===== config.mk =====
export PLATFORM = sky130hd
export DESIGN_NAME = asq_adc_conversion_sequencer
export DESIGN_NICKNAME = d
export VERILOG_FILES = /design/src/design/asq_pkg.sv /design/src/design/asq_accum.sv /design/src/design/asq_adc_conversion_sequencer.sv
export SDC_FILE = /design/constraint.sdc
export NUM_CORES = 1
export LEC_CHECK = 0
export BUFFER_PORTS_ARGS = -buffer_cell sky130_fd_sc_hd__buf_2
export CAP_MARGIN = 20
export CORE_ASPECT_RATIO = 0.7
export CORE_MARGIN = 2
export CORE_UTILIZATION = 37
export CTS_CLUSTER_SIZE = 16
export DETAILED_ROUTE_END_ITERATION = 10
export SYNTH_ARGS = -nofsm -noshare
export SYNTH_HDL_FRONTEND = slang
export SYNTH_HIERARCHICAL = 1
export SYNTH_SLANG_ARGS = --single-unit
export TNS_END_PERCENT = 50

===== constraint.sdc =====
create_clock -name i_ref_clk -period 7.3 [get_ports i_ref_clk]
set_input_delay 0.365 -clock i_ref_clk [delete_from_list [all_inputs] [get_ports i_ref_clk]]
set_output_delay 0.365 -clock i_ref_clk [all_outputs]
set_load 0.01 [all_outputs]

===== src/design/asq_pkg.sv =====
// Shared constants and types for the converter sequencer.
package asq_pkg;

  // ----------------------------------------------------------------------
  // Timing
  // ----------------------------------------------------------------------
  localparam int unsigned CLK_PERIOD_PS  = 5000;     // System clock period, 200 MHz.
  localparam int unsigned BASE_PERIOD_PS = 7629395;  // Time base period, 131.072 kHz.
  // Longest whole number of system cycles inside one time base period.
  localparam int unsigned BASE_DIV_CYCLES = BASE_PERIOD_PS / CLK_PERIOD_PS;
  localparam int unsigned AD_DIV          = 4;       // Converter clock is time base / 4.
  localparam int unsigned CONV_UNIT_NS    = 30520;   // One converter clock, 30.52 us.
  localparam int unsigned HALF_SEC_MS     = 500;     // Accumulation period.
  // Converter clocks in one accumulation period, rounded down.
  localparam int unsigned HALF_SEC_TICKS  = (HALF_SEC_MS * 1000000) / CONV_UNIT_NS;

  // ----------------------------------------------------------------------
  // Resolution and result format
  // ----------------------------------------------------------------------
  localparam int unsigned SLOTS      = 8;          // Control and result slots.
  localparam int unsigned RES_BASE   = 8;          // Resolution of code zero.
  localparam int unsigned MAG_BITS   = 15;         // Full magnitude width.
  localparam logic [2:0]  SHIFT_MAX  = 3'h7;       // MAG_BITS - RES_BASE.
  localparam logic [15:0] RESULT_RST = 16'h0000;   // Result value after reset.
  localparam int unsigned ACCS       = 4;          // Accumulator and timer pairs.
  localparam int unsigned ACC_W      = 32;         // Accumulator and timer width.

  // ----------------------------------------------------------------------
  // Input selector codes
  // ----------------------------------------------------------------------
  localparam logic [2:0] SEL_CURRENT  = 3'h0;      // Sense resistor voltage.
  localparam logic [2:0] SEL_INT_TEMP = 3'h1;      // On-chip temperature sensor.
  localparam logic [2:0] SEL_EXT_TEMP = 3'h2;      // Thermistor.
  localparam logic [2:0] SEL_PACK     = 3'h3;      // Pack voltage.
  localparam logic [2:0] SEL_RESERVED = 3'h4;      // Reserved code.
  localparam logic [2:0] SEL_SPARE    = 3'h5;      // Spare analog input.
  localparam logic [2:0] SEL_OFFSET   = 3'h6;      // Input shorted to ground.

  // ----------------------------------------------------------------------
  // Slot and accumulator indices
  // ----------------------------------------------------------------------
  localparam int unsigned SLOT_CURRENT  = 0;       // pack_current_result.
  localparam int unsigned SLOT_INT_TEMP = 1;       // internal_temp_result.
  localparam int unsigned SLOT_EXT_TEMP = 2;       // external_temp_result.
  localparam int unsigned SLOT_PACK     = 3;       // pack_voltage_result.
  localparam int unsigned SLOT_SPARE    = 5;       // spare_input_result.
  localparam int unsigned SLOT_OFFSET   = 6;       // offset_result.
  localparam int unsigned SLOT_EXTRA    = 7;       // extra_slot_result.
  localparam int unsigned ACC_DISCHARGE = 0;       // discharge_capacity_sum / time.
  localparam int unsigned ACC_CHARGE    = 1;       // charge_capacity_sum / time.
  localparam int unsigned ACC_TEMP      = 2;       // Temperature sum / time.
  localparam int unsigned ACC_SPARE     = 3;       // Spare input sum / time.

  // ----------------------------------------------------------------------
  // Types
  // ----------------------------------------------------------------------
  typedef struct packed {
    logic       enable;      // Bit 7: perform this slot's conversion.
    logic [2:0] res;         // Bits 6-4: resolution code.
    logic       ref_single;  // Bit 3: 1 single-ended 340 mV, 0 differential 170 mV.
    logic [2:0] sel;         // Bits 2-0: input selector.
  } asq_slot_ctrl_t;

  typedef struct packed {
    logic        sign;       // Bit 15: sign.
    logic [14:0] mag;        // Bits 14-0: left-aligned magnitude.
  } asq_result_t;

  typedef asq_slot_ctrl_t [SLOTS-1:0] asq_ctrl_bank_t;
  typedef asq_result_t    [SLOTS-1:0] asq_result_bank_t;
  typedef logic [ACCS-1:0][ACC_W-1:0] asq_acc_bank_t;

endpackage : asq_pkg


===== src/design/asq_accum.sv =====
// One 32-bit accumulator with its elapsed-time counter.
module asq_accum
  import asq_pkg::*;
#(
  parameter int unsigned SUM_W = ACC_W,     // Accumulator and timer width.
  parameter int unsigned ADD_W = MAG_BITS   // Addend width.
) (
  input  wire logic             i_ref_clk,  // System clock.
  input  wire logic             i_rst_b,    // Asynchronous reset, active low.
  input  wire logic             i_tick,     // Half-second pulse.
  input  wire logic             i_enable,   // Accumulation enabled.
  input  wire logic             i_qualify,  // Source belongs to this sum.
  input  wire logic [ADD_W-1:0] i_addend,   // Source magnitude.
  output logic      [SUM_W-1:0] o_sum,      // Running total.
  output logic      [SUM_W-1:0] o_time      // Half-seconds accumulated.
);

  // The addend must fit inside the sum with room to spare.
  if (ADD_W >= SUM_W) begin : g_bad_width
    $error("asq_accum: addend must be narrower than the sum");
  end

  logic [SUM_W-1:0] sum_q, sum_d;    // Running total.
  logic [SUM_W-1:0] time_q, time_d;  // Elapsed half-seconds.

  // ----------------------------------------------------------------------
  // Update
  // ----------------------------------------------------------------------
  // Both wrap silently; software is expected to read often enough.
  always_comb begin
    sum_d  = sum_q;
    time_d = time_q;
    if (i_tick && i_enable && i_qualify) begin
      sum_d  = sum_q + SUM_W'(i_addend);
      time_d = time_q + SUM_W'(1);
    end
  end

  always_ff @(posedge i_ref_clk or negedge i_rst_b) begin
    if (!i_rst_b) begin
      sum_q  <= '0;
      time_q <= '0;
    end else begin
      sum_q  <= sum_d;
      time_q <= time_d;
    end
  end

  assign o_sum  = sum_q;
  assign o_time = time_q;

  // A qualified tick adds exactly the addend and one half-second.
  property p_acc_add;
    @(posedge i_ref_clk) disable iff (!i_rst_b)
      (i_tick && i_enable && i_qualify) |=>
        (sum_q == $past(sum_q) + SUM_W'($past(i_addend))) &&
        (time_q == $past(time_q) + SUM_W'(1));
  endproperty
  a_acc_add: assert property (p_acc_add)
    else $error("accumulator did not add its source");

  // Without a qualified tick nothing moves.
  property p_acc_hold;
    @(posedge i_ref_clk) disable iff (!i_rst_b)
      !(i_tick && i_enable && i_qualify) |=> $stable(sum_q) && $stable(time_q);
  endproperty
  a_acc_hold: assert property (p_acc_hold)
    else $error("accumulator changed without a qualified tick");

endmodule : asq_accum


===== src/design/asq_adc_conversion_sequencer.sv =====
// Conversion sequencer: slot walk, result formatting, time base, accumulators.
//
// Behaviour
// - Repeat the slot cycle while converter enabled.
// - Visit slots in order, using their fields.
// - Disabled slot: no conversion, go on.
// - Store each result in its slot's register.
// - Three-bit selector picks one of seven inputs.
// - Offset source shorts converter input to ground.
// - Fixed slot roles; accumulators read fixed results.
// - Three-bit field sets eight to fifteen bits.
// - Conversion lasts 30.52 us times 2^(N+1).
// - Reference bit: differential 170 mV, single 340 mV.
// - LSB weight follows fifteen-bit scale.
// - Results in sign-magnitude, sign at bit 15.
// - Short results left-aligned, zero padded.
// - Timing comes from trimmed 131.072 kHz base.
// - Four accumulators and four time counters.
// - Enabled accumulators add source each half second.
// - Positive current adds into charge sum.
module asq_adc_conversion_sequencer
  import asq_pkg::*;
#(
  parameter int unsigned BASE_DIV   = BASE_DIV_CYCLES,  // System cycles per time base tick.
  parameter int unsigned HALF_TICKS = HALF_SEC_TICKS    // Converter clocks per half second.
) (
  input  wire logic             i_ref_clk,          // System clock, 200 MHz.
  input  wire logic             i_rst_b,            // Asynchronous reset, active low.
  input  wire logic             i_conv_enable,      // Converter enabled.
  input  wire asq_ctrl_bank_t   i_slot_ctrl,        // Eight slot control registers.
  input  wire logic [ACCS-1:0]  i_acc_enable,       // Accumulator enables.
  input  wire logic             i_temp_acc_ext,     // Temperature sum reads thermistor slot.
  input  wire logic [14:0]      i_adc_magnitude,    // Front-end count, right-aligned N bits.
  input  wire logic             i_adc_sign,         // Front-end sign, 1 negative.
  output logic                  o_conv_active,      // Front end integrating.
  output logic [2:0]            o_mux_sel,          // Analog selector code.
  output logic                  o_ref_single,       // 1 selects 340 mV single-ended.
  output logic [2:0]            o_res_code,         // Resolution code of the conversion.
  output logic                  o_input_short,      // Converter input tied to ground.
  output logic                  o_thermistor_bias,  // Thermistor current source on.
  output logic [2:0]            o_slot,             // Slot being visited.
  output asq_result_bank_t      o_results,          // Eight result registers.
  output asq_acc_bank_t         o_acc_sum,          // Four accumulator sums.
  output asq_acc_bank_t         o_acc_time          // Four elapsed-time counts.
);

  // Divider counters must have at least two states to produce a pulse.
  if (BASE_DIV < 2 || HALF_TICKS < 2) begin : g_bad_div
    $error("asq_adc_conversion_sequencer: BASE_DIV and HALF_TICKS must be at least 2");
  end

  localparam int unsigned BW = $clog2(BASE_DIV);         // Base divider width.
  localparam int unsigned HW = $clog2(HALF_TICKS);       // Half-second counter width.
  localparam int unsigned CW = MAG_BITS + 4;             // Width to count base ticks of the longest conversion.

  // ----------------------------------------------------------------------
  // Time base
  // ----------------------------------------------------------------------
  logic [BW-1:0] base_cnt_q, base_cnt_d;  // System cycles within a base tick.
  logic [1:0]    ad_cnt_q, ad_cnt_d;      // Base ticks within a converter clock.
  logic [HW-1:0] half_cnt_q, half_cnt_d;  // Converter clocks within half a second.
  logic          base_tick;               // One pulse per 131.072 kHz period.
  logic          ad_tick;                 // One pulse per converter clock.
  logic          half_tick_q, half_tick_d;// Registered half-second pulse.

  assign base_tick = (base_cnt_q == BW'(BASE_DIV - 1));
  assign ad_tick   = base_tick && (ad_cnt_q == 2'(AD_DIV - 1));

  // Free-running dividers; the accumulators share them with the converter.
  always_comb begin
    base_cnt_d  = base_tick ? '0 : base_cnt_q + BW'(1);
    ad_cnt_d    = base_tick ? ad_cnt_q + 2'(1) : ad_cnt_q;
    half_cnt_d  = half_cnt_q;
    half_tick_d = 1'b0;
    if (ad_tick) begin
      if (half_cnt_q == HW'(HALF_TICKS - 1)) begin
        half_cnt_d  = '0;
        half_tick_d = 1'b1;
      end else begin
        half_cnt_d = half_cnt_q + HW'(1);
      end
    end
  end

  always_ff @(posedge i_ref_clk or negedge i_rst_b) begin
    if (!i_rst_b) begin
      base_cnt_q  <= '0;
      ad_cnt_q    <= '0;
      half_cnt_q  <= '0;
      half_tick_q <= 1'b0;
    end else begin
      base_cnt_q  <= base_cnt_d;
      ad_cnt_q    <= ad_cnt_d;
      half_cnt_q  <= half_cnt_d;
      half_tick_q <= half_tick_d;
    end
  end

  // ----------------------------------------------------------------------
  // Sequencer
  // ----------------------------------------------------------------------
  typedef enum logic [1:0] {SEQ_IDLE, SEQ_SCAN, SEQ_CONVERT, SEQ_STORE} asq_state_t;

  asq_state_t       state_q, state_d;    // Sequencer state.
  logic [2:0]       slot_q, slot_d;      // Slot being visited.
  asq_slot_ctrl_t   cfg_q, cfg_d;        // Settings latched at conversion start.
  logic [CW-1:0]    conv_cnt_q, conv_cnt_d;  // Base ticks since conversion start.
  logic [CW-1:0]    conv_target;         // Base ticks the conversion needs.
  asq_result_bank_t results_q, results_d;    // Result registers.
  logic             active_q, short_q, bias_q;  // Registered front-end controls.
  logic             active_d, short_d, bias_d;
  asq_slot_ctrl_t   cur_ctrl;            // Control register of the current slot.
  logic [14:0]      aligned_mag;         // Magnitude moved to the top bits.

  // N = 8 + code, and the time is 2^(N+1) converter clocks of four base ticks.
  assign conv_target = CW'(1) << (RES_BASE + 3 + cfg_q.res);
  // Count arrives right-aligned in N bits; shift so the MSB sits at bit 14.
  assign aligned_mag = i_adc_magnitude << (SHIFT_MAX - cfg_q.res);
  assign cur_ctrl    = i_slot_ctrl[slot_q];

  // The next slot and its fields are chosen here; disabling aborts at once,
  // so a half-finished conversion never overwrites the previous result.
  always_comb begin
    state_d    = state_q;
    slot_d     = slot_q;
    cfg_d      = cfg_q;
    conv_cnt_d = conv_cnt_q;
    results_d  = results_q;
    unique case (state_q)
      SEQ_IDLE: begin
        slot_d = 3'h0;
        if (i_conv_enable) begin
          state_d = SEQ_SCAN;
        end
      end
      SEQ_SCAN: begin
        if (cur_ctrl.enable) begin
          cfg_d      = cur_ctrl;
          conv_cnt_d = '0;
          state_d    = SEQ_CONVERT;
        end else begin
          slot_d = slot_q + 3'h1;
        end
      end
      SEQ_CONVERT: begin
        if (base_tick) begin
          conv_cnt_d = conv_cnt_q + CW'(1);
          if (conv_cnt_d == conv_target) begin
            state_d = SEQ_STORE;
          end
        end
      end
      SEQ_STORE: begin
        results_d[slot_q] = '{sign: i_adc_sign, mag: aligned_mag};
        slot_d            = slot_q + 3'h1;   // Slot 7 wraps to 0
        state_d           = SEQ_SCAN;
      end
    endcase
    if (!i_conv_enable) begin
      state_d   = SEQ_IDLE;
      slot_d    = 3'h0;
      results_d = results_q;  // An abort on the store cycle writes nothing either.
    end
    active_d = (state_d == SEQ_CONVERT);
    // Offset slots ground the input so the count is the converter's own error.
    short_d  = active_d && (cfg_d.sel == SEL_OFFSET);
    // The thermistor source only draws current while it is measured.
    bias_d   = active_d && (cfg_d.sel == SEL_EXT_TEMP);
  end

  always_ff @(posedge i_ref_clk or negedge i_rst_b) begin
    if (!i_rst_b) begin
      state_q    <= SEQ_IDLE;
      slot_q     <= 3'h0;
      cfg_q      <= '0;
      conv_cnt_q <= '0;
      results_q  <= {SLOTS{RESULT_RST}};
      active_q   <= 1'b0;
      short_q    <= 1'b0;
      bias_q     <= 1'b0;
    end else begin
      state_q    <= state_d;
      slot_q     <= slot_d;
      cfg_q      <= cfg_d;
      conv_cnt_q <= conv_cnt_d;
      results_q  <= results_d;
      active_q   <= active_d;
      short_q    <= short_d;
      bias_q     <= bias_d;
    end
  end

  assign o_conv_active     = active_q;
  assign o_mux_sel         = cfg_q.sel;
  assign o_ref_single      = cfg_q.ref_single;
  assign o_res_code        = cfg_q.res;
  assign o_input_short     = short_q;
  assign o_thermistor_bias = bias_q;
  assign o_slot            = slot_q;
  assign o_results         = results_q;

  // ----------------------------------------------------------------------
  // Accumulators and elapsed-time counters
  // ----------------------------------------------------------------------
  logic [ACCS-1:0]       acc_qual;   // Source belongs to each sum.
  logic [ACCS-1:0][14:0] acc_add;    // Source magnitude for each sum.
  asq_result_t           cur_res;    // Current result, read by both capacity sums.

  // Sources are wired to fixed result slots, not to selector codes.
  assign cur_res = results_q[SLOT_CURRENT];
  always_comb begin
    acc_qual                = '1;
    acc_add                 = '0;
    acc_add[ACC_DISCHARGE]  = cur_res.mag;
    acc_qual[ACC_DISCHARGE] = cur_res.sign;
    acc_add[ACC_CHARGE]     = cur_res.mag;
    acc_qual[ACC_CHARGE]    = !cur_res.sign;
    acc_add[ACC_TEMP]       = i_temp_acc_ext ? results_q[SLOT_EXT_TEMP].mag
                                             : results_q[SLOT_INT_TEMP].mag;
    acc_add[ACC_SPARE]      = results_q[SLOT_SPARE].mag;
  end

  for (genvar g = 0; g < ACCS; g++) begin : g_acc
    asq_accum #(
      .SUM_W (ACC_W),
      .ADD_W (MAG_BITS)
    ) u_accum (
      .i_ref_clk (i_ref_clk),
      .i_rst_b   (i_rst_b),
      .i_tick    (half_tick_q),
      .i_enable  (i_acc_enable[g]),
      .i_qualify (acc_qual[g]),
      .i_addend  (acc_add[g]),
      .o_sum     (o_acc_sum[g]),
      .o_time    (o_acc_time[g])
    );
  end

  // ----------------------------------------------------------------------
  // Checks
  // ----------------------------------------------------------------------
  property p_skip;
    @(posedge i_ref_clk) disable iff (!i_rst_b)
      (state_q == SEQ_SCAN && !cur_ctrl.enable && i_conv_enable) |=>
        (state_q == SEQ_SCAN) && (slot_q == $past(slot_q) + 3'h1);
  endproperty
  a_skip: assert property (p_skip)
    else $error("disabled slot was not skipped");

  property p_latch;
    @(posedge i_ref_clk) disable iff (!i_rst_b)
      (state_q == SEQ_SCAN && cur_ctrl.enable && i_conv_enable) |=>
        (state_q == SEQ_CONVERT) && (cfg_q == $past(cur_ctrl)) && o_conv_active;
  endproperty
  a_latch: assert property (p_latch)
    else $error("enabled slot did not start with its own fields");

  property p_duration;
    @(posedge i_ref_clk) disable iff (!i_rst_b)
      (state_q == SEQ_STORE) |-> (conv_cnt_q == (CW'(1) << (RES_BASE + 3 + cfg_q.res)));
  endproperty
  a_duration: assert property (p_duration)
    else $error("conversion stored before its full time");

  property p_order;
    @(posedge i_ref_clk) disable iff (!i_rst_b)
      (state_q == SEQ_STORE && i_conv_enable) |=>
        (state_q == SEQ_SCAN) && (slot_q == $past(slot_q) + 3'h1);
  endproperty
  a_order: assert property (p_order)
    else $error("sequencer did not move to the next slot");

  property p_store;
    @(posedge i_ref_clk) disable iff (!i_rst_b)
      (state_q == SEQ_STORE && i_conv_enable) |=>
        (results_q[$past(slot_q)].sign == $past(i_adc_sign)) &&
        (results_q[$past(slot_q)].mag ==
         15'($past(i_adc_magnitude) << (SHIFT_MAX - $past(cfg_q.res))));
  endproperty
  a_store: assert property (p_store)
    else $error("result not stored left-aligned in its slot");

  property p_short;
    @(posedge i_ref_clk) disable iff (!i_rst_b)
      o_input_short == (o_conv_active && o_mux_sel == SEL_OFFSET);
  endproperty
  a_short: assert property (p_short)
    else $error("input short does not follow offset conversion");

  property p_abort;
    @(posedge i_ref_clk) disable iff (!i_rst_b)
      !i_conv_enable |=> (state_q == SEQ_IDLE) && !o_conv_active && $stable(results_q);
  endproperty
  a_abort: assert property (p_abort)
    else $error("sequencer kept running while disabled");

  property p_half;
    @(posedge i_ref_clk) disable iff (!i_rst_b)
      half_tick_q |-> ##1 !half_tick_q [*8];
  endproperty
  a_half: assert property (p_half)
    else $error("half-second pulses too close");

endmodule : asq_adc_conversion_sequencer


==> flow_summary.json <==
{
  "place_inst": 3669,
  "yosysWarnings": 6,
  "worstSetupPathType": "reg2reg",
  "die-area_sq_um": 66700,
  "fp-row-count": 77,
  "holdPathStages": 3,
  "synth_area_leaders": "dfrtp_1 47%, nand2_1 5.8%, xnor2_1 5.8%, o21ai_0 4.6%, ha_1 4.0%",
  "port_buffers": 484,
  "pin_count": 485,
  "clock-sinks": 446,
  "r2r_setup_slack_ns": 3.49,
  "vias_per_cell": 5.41,
  "setup_violations": 0,
  "p_leak_nw": 14.5,
  "cts_made_buffers": 49,
  "die_w_um": 308,
  "status": "finished clean",
  "die_h_um": 217,
  "worst_clock_skew_ns": 0.0179,
  "syn_area_sq_um": 23900,
  "ctsResizeCount": 0,
  "reg2reg_depth": 9,
  "critical_path.startpoint_type": "register",
  "core_area_sq_um": 63500,
  "cts_max_path_buffers": 3,
  "yosysUniqueCellTypes": 89,
  "worstPathCellList": "or2_2 > ha_1 > or3_1 > o211ai_1 > or3b_1 > a21boi_0 > o22ai_1 > nor4_2 > nor2_1",
  "max_cap_violations": 0,
  "dr.pass1.iters": 5,
  "r2r-start": "o_res_code[1]",
  "stdcell_count": 3764,
  "start_util": 0.377,
  "reg2reg_to": "o_conv_active",
  "cts-root-buf": "clkbuf_16",
  "gr-total-overflow": 0,
  "synth_edf_count": 0,
  "yosysTopAreaCell": "dfrtp_1",
  "wl_per_cell_um": 20.2,
  "synth_top_area_share": 0.467,
  "worstPathMaxFanout": 33,
  "drt_iter0_drc": 1678,
  "htreeDepth": 2,
  "grt_antenna_before_repair": 11,
  "yosysSeqAreaShare": 0.467,
  "grt_pass1_wl_um": 117000,
  "ys.flop_type": "dfrtp_1",
  "dp_hpwl_um": 56100,
  "gp_congestion": 0.902,
  "critPathBufInv": 0,
  "vias": 20355,
  "drv_slew": 0,
  "layout-drive-gt1-share": 0.233,
  "fin_total_pwr_w": 0.00687,
  "grt_pass1_vias": 19435,
  "holdCritPathClass": "in2reg",
  "routed_wl_um": 76000,
  "slowest_stage": "dfrtp_1",
  "required_ns": 7.74,
  "p_per_area_nw_per_um2": 239,
  "slowest_delay_ns": 0.76,
  "area_growth_pct": 20.2,
  "cts_tree": "yes",
  "async_flop_share": 1.00,
  "synthTopCellsByCount": "446 x dfrtp_1, 370 x nand2_1, 221 x o21ai_0",
  "grt_use_total": 0.223,
  "synth.most_common_cell": "dfrtp_1",
  "antenna_left": 0,
  "min_period_ns": 3.81,
  "synth_area_per_cell_sq_um": 9.69,
  "fin_tns_setup_ns": 0,
  "synth_cells": 2466,
  "fmax_mhz": 262,
  "ir_drop_uv": 189,
  "cts.clk_slew.worst_paths_ns": 0.06,
  "drc": 0,
  "cp-end-kind": "register",
  "worst_pin_slew_ns": 1.16,
  "hold_path.startpoint": "i_adc_sign",
  "ys_ff_latch": 446,
  "critPathTopFamily": "simple AND/OR/NAND/NOR gates",
  "clk-insertion-delay-late_ns": 0.59,
  "rsz0062_at_grt": "no",
  "fin_crit_sh": 0.522,
  "holdPathEnd": "o_results[79]",
  "arrival_ns": 4.25,
  "final-hold-violation-count": 0,
  "grt_max_degree": 137,
  "nets": 3063,
  "slew_headroom": 0.226
}
cells by family (layout without fill, tap and decap cells):
family | count (synthesis) | count (layout) | synth area share
AOI/OAI and AO/OA | 504 | 504 | 0.129
muxes | 68 | 68 | 0.0355
DFF | 446 | 446 | 0.467
xor gates and xnor gates | 249 | 249 | 0.0912
other | 1 | 5 | 0.000157
and+or+nand+nor | 951 | 951 | 0.200
buffers and inverters | 167 | 632 | 0.0338
adders and majority gates | 80 | 80 | 0.0431
stage by stage:
stage	hold WS, ns	worst slack, ns	cell area (sq um)	utilization
floorplan	0.0694	4.27	23900	-
finish	0.130	3.49	28700	0.452
detailed placement	0.434	3.53	26900	0.424
CTS	0.0875	3.51	28700	0.451
global route	0.120	3.25	28700	0.452
global placement	0.425	3.56	26900	0.424
area by class of cell:
class                           instances  area (sq um)
Tap cell                              829          1040
Clock inverter                         15           215
Sequential cell                       446         11200
Antenna cell                            1          2.50
Fill cell                            6050         34800
Inverter                               30           113
Timing Repair Buffer                  512          2730
Multi-Input combinational cell       1856         12000
Clock buffer                           75          1490
sequential cells by signal, indices dropped and copies added (netlist names):
register	count
g_acc.u_accum/o_time	128
conv_cnt_q	19
o_conv_active	1
ad_cnt_q	2
o_results	128
o_input_short	1
o_mux_sel	3
o_res_code	3
o_thermistor_bias	1
o_slot	3
half_cnt_q	14
o_ref_single	1
base_cnt_q	11
half_tick_q	1
state_q	2
g_acc.u_accum/o_sum	128
layout by cell type, fill, tap and decap left out, drive strengths merged, types with 6 or more instances in the layout:
master / synthesis / routed
a211oi: 9 / 9
nor3b: 6 / 6
nor2: 132 / 132
and4: 23 / 23
nand4b: 10 / 10
mux2i: 24 / 24
o211ai: 14 / 14
and2: 16 / 16
nand2: 370 / 370
nand3b: 10 / 10
o21a: 19 / 19
o31ai: 25 / 25
a21o: 24 / 24
o21ai: 227 / 227
nand4: 79 / 79
inv: 30 / 32
mux2: 34 / 34
clkbuf: 75 / 75
a21boi: 12 / 12
nand2b: 9 / 9
a221o: 6 / 6
nand3: 135 / 135
xnor2: 157 / 157
dfrtp: 446 / 446
o21bai: 6 / 6
nor4: 10 / 10
a21oi: 102 / 102
ha: 76 / 76
xor2: 92 / 92
nor2b: 16 / 16
buf: 62 / 511
nor3: 28 / 28
or3: 14 / 14
mux4: 10 / 10
and3: 75 / 75
a31oi: 11 / 11
report_power, final:
group	switching, W	internal [W]	total, W
clock network	0.00106	0.00158	0.00264
logic	0.000996	0.000489	0.00149
registers	0.000188	0.00256	0.00275
total	0.00224	0.00463	0.00687
worst max path at each step:
stage | to | startpoint | slack (ns) | cells past startpoint
after global routing | o_conv_active | o_res_code[1] | 3.25 | 9
after detailed placement | o_input_short | o_res_code[1] | 3.53 | 9
after CTS | o_conv_active | o_res_code[1] | 3.51 | 9
after floorplan | o_input_short | o_res_code[1] | 4.27 | 10
after global placement | o_input_short | o_res_code[1] | 3.56 | 9
final | o_conv_active | o_res_code[1] | 3.49 | 9
layer usage:
metal / wire [um] / vias up / track usage
li1: - / 9593 / -
met1: 35600 / 10046 / 0.322
met2: 33800 / 618 / 0.345
met3: 5090 / 94 / 0.0455
met4: 1470 / 4 / 0.0493
met5: 21 / - / 0
worst register-to-register path, stage by stage, from the launching register on:
cell      delay, ns
dfrtp_1        0.76
or2_2          0.50
ha_1           0.38
or3_1          0.41
o211ai_1       0.20
or3b_1         0.36
a21boi_0       0.31
o22ai_1        0.15
nor4_2         0.47
nor2_1         0.13
what timing repair did:
action | 4_1_cts | 5_1_grt
setup buffers | 0 | 0
endpoints found under the hold margin | 84 | 0
hold buffers | 1 | 0
endpoints found under the setup margin | 0 | 0
Note: power is estimated with default switching activity, not from simulation.
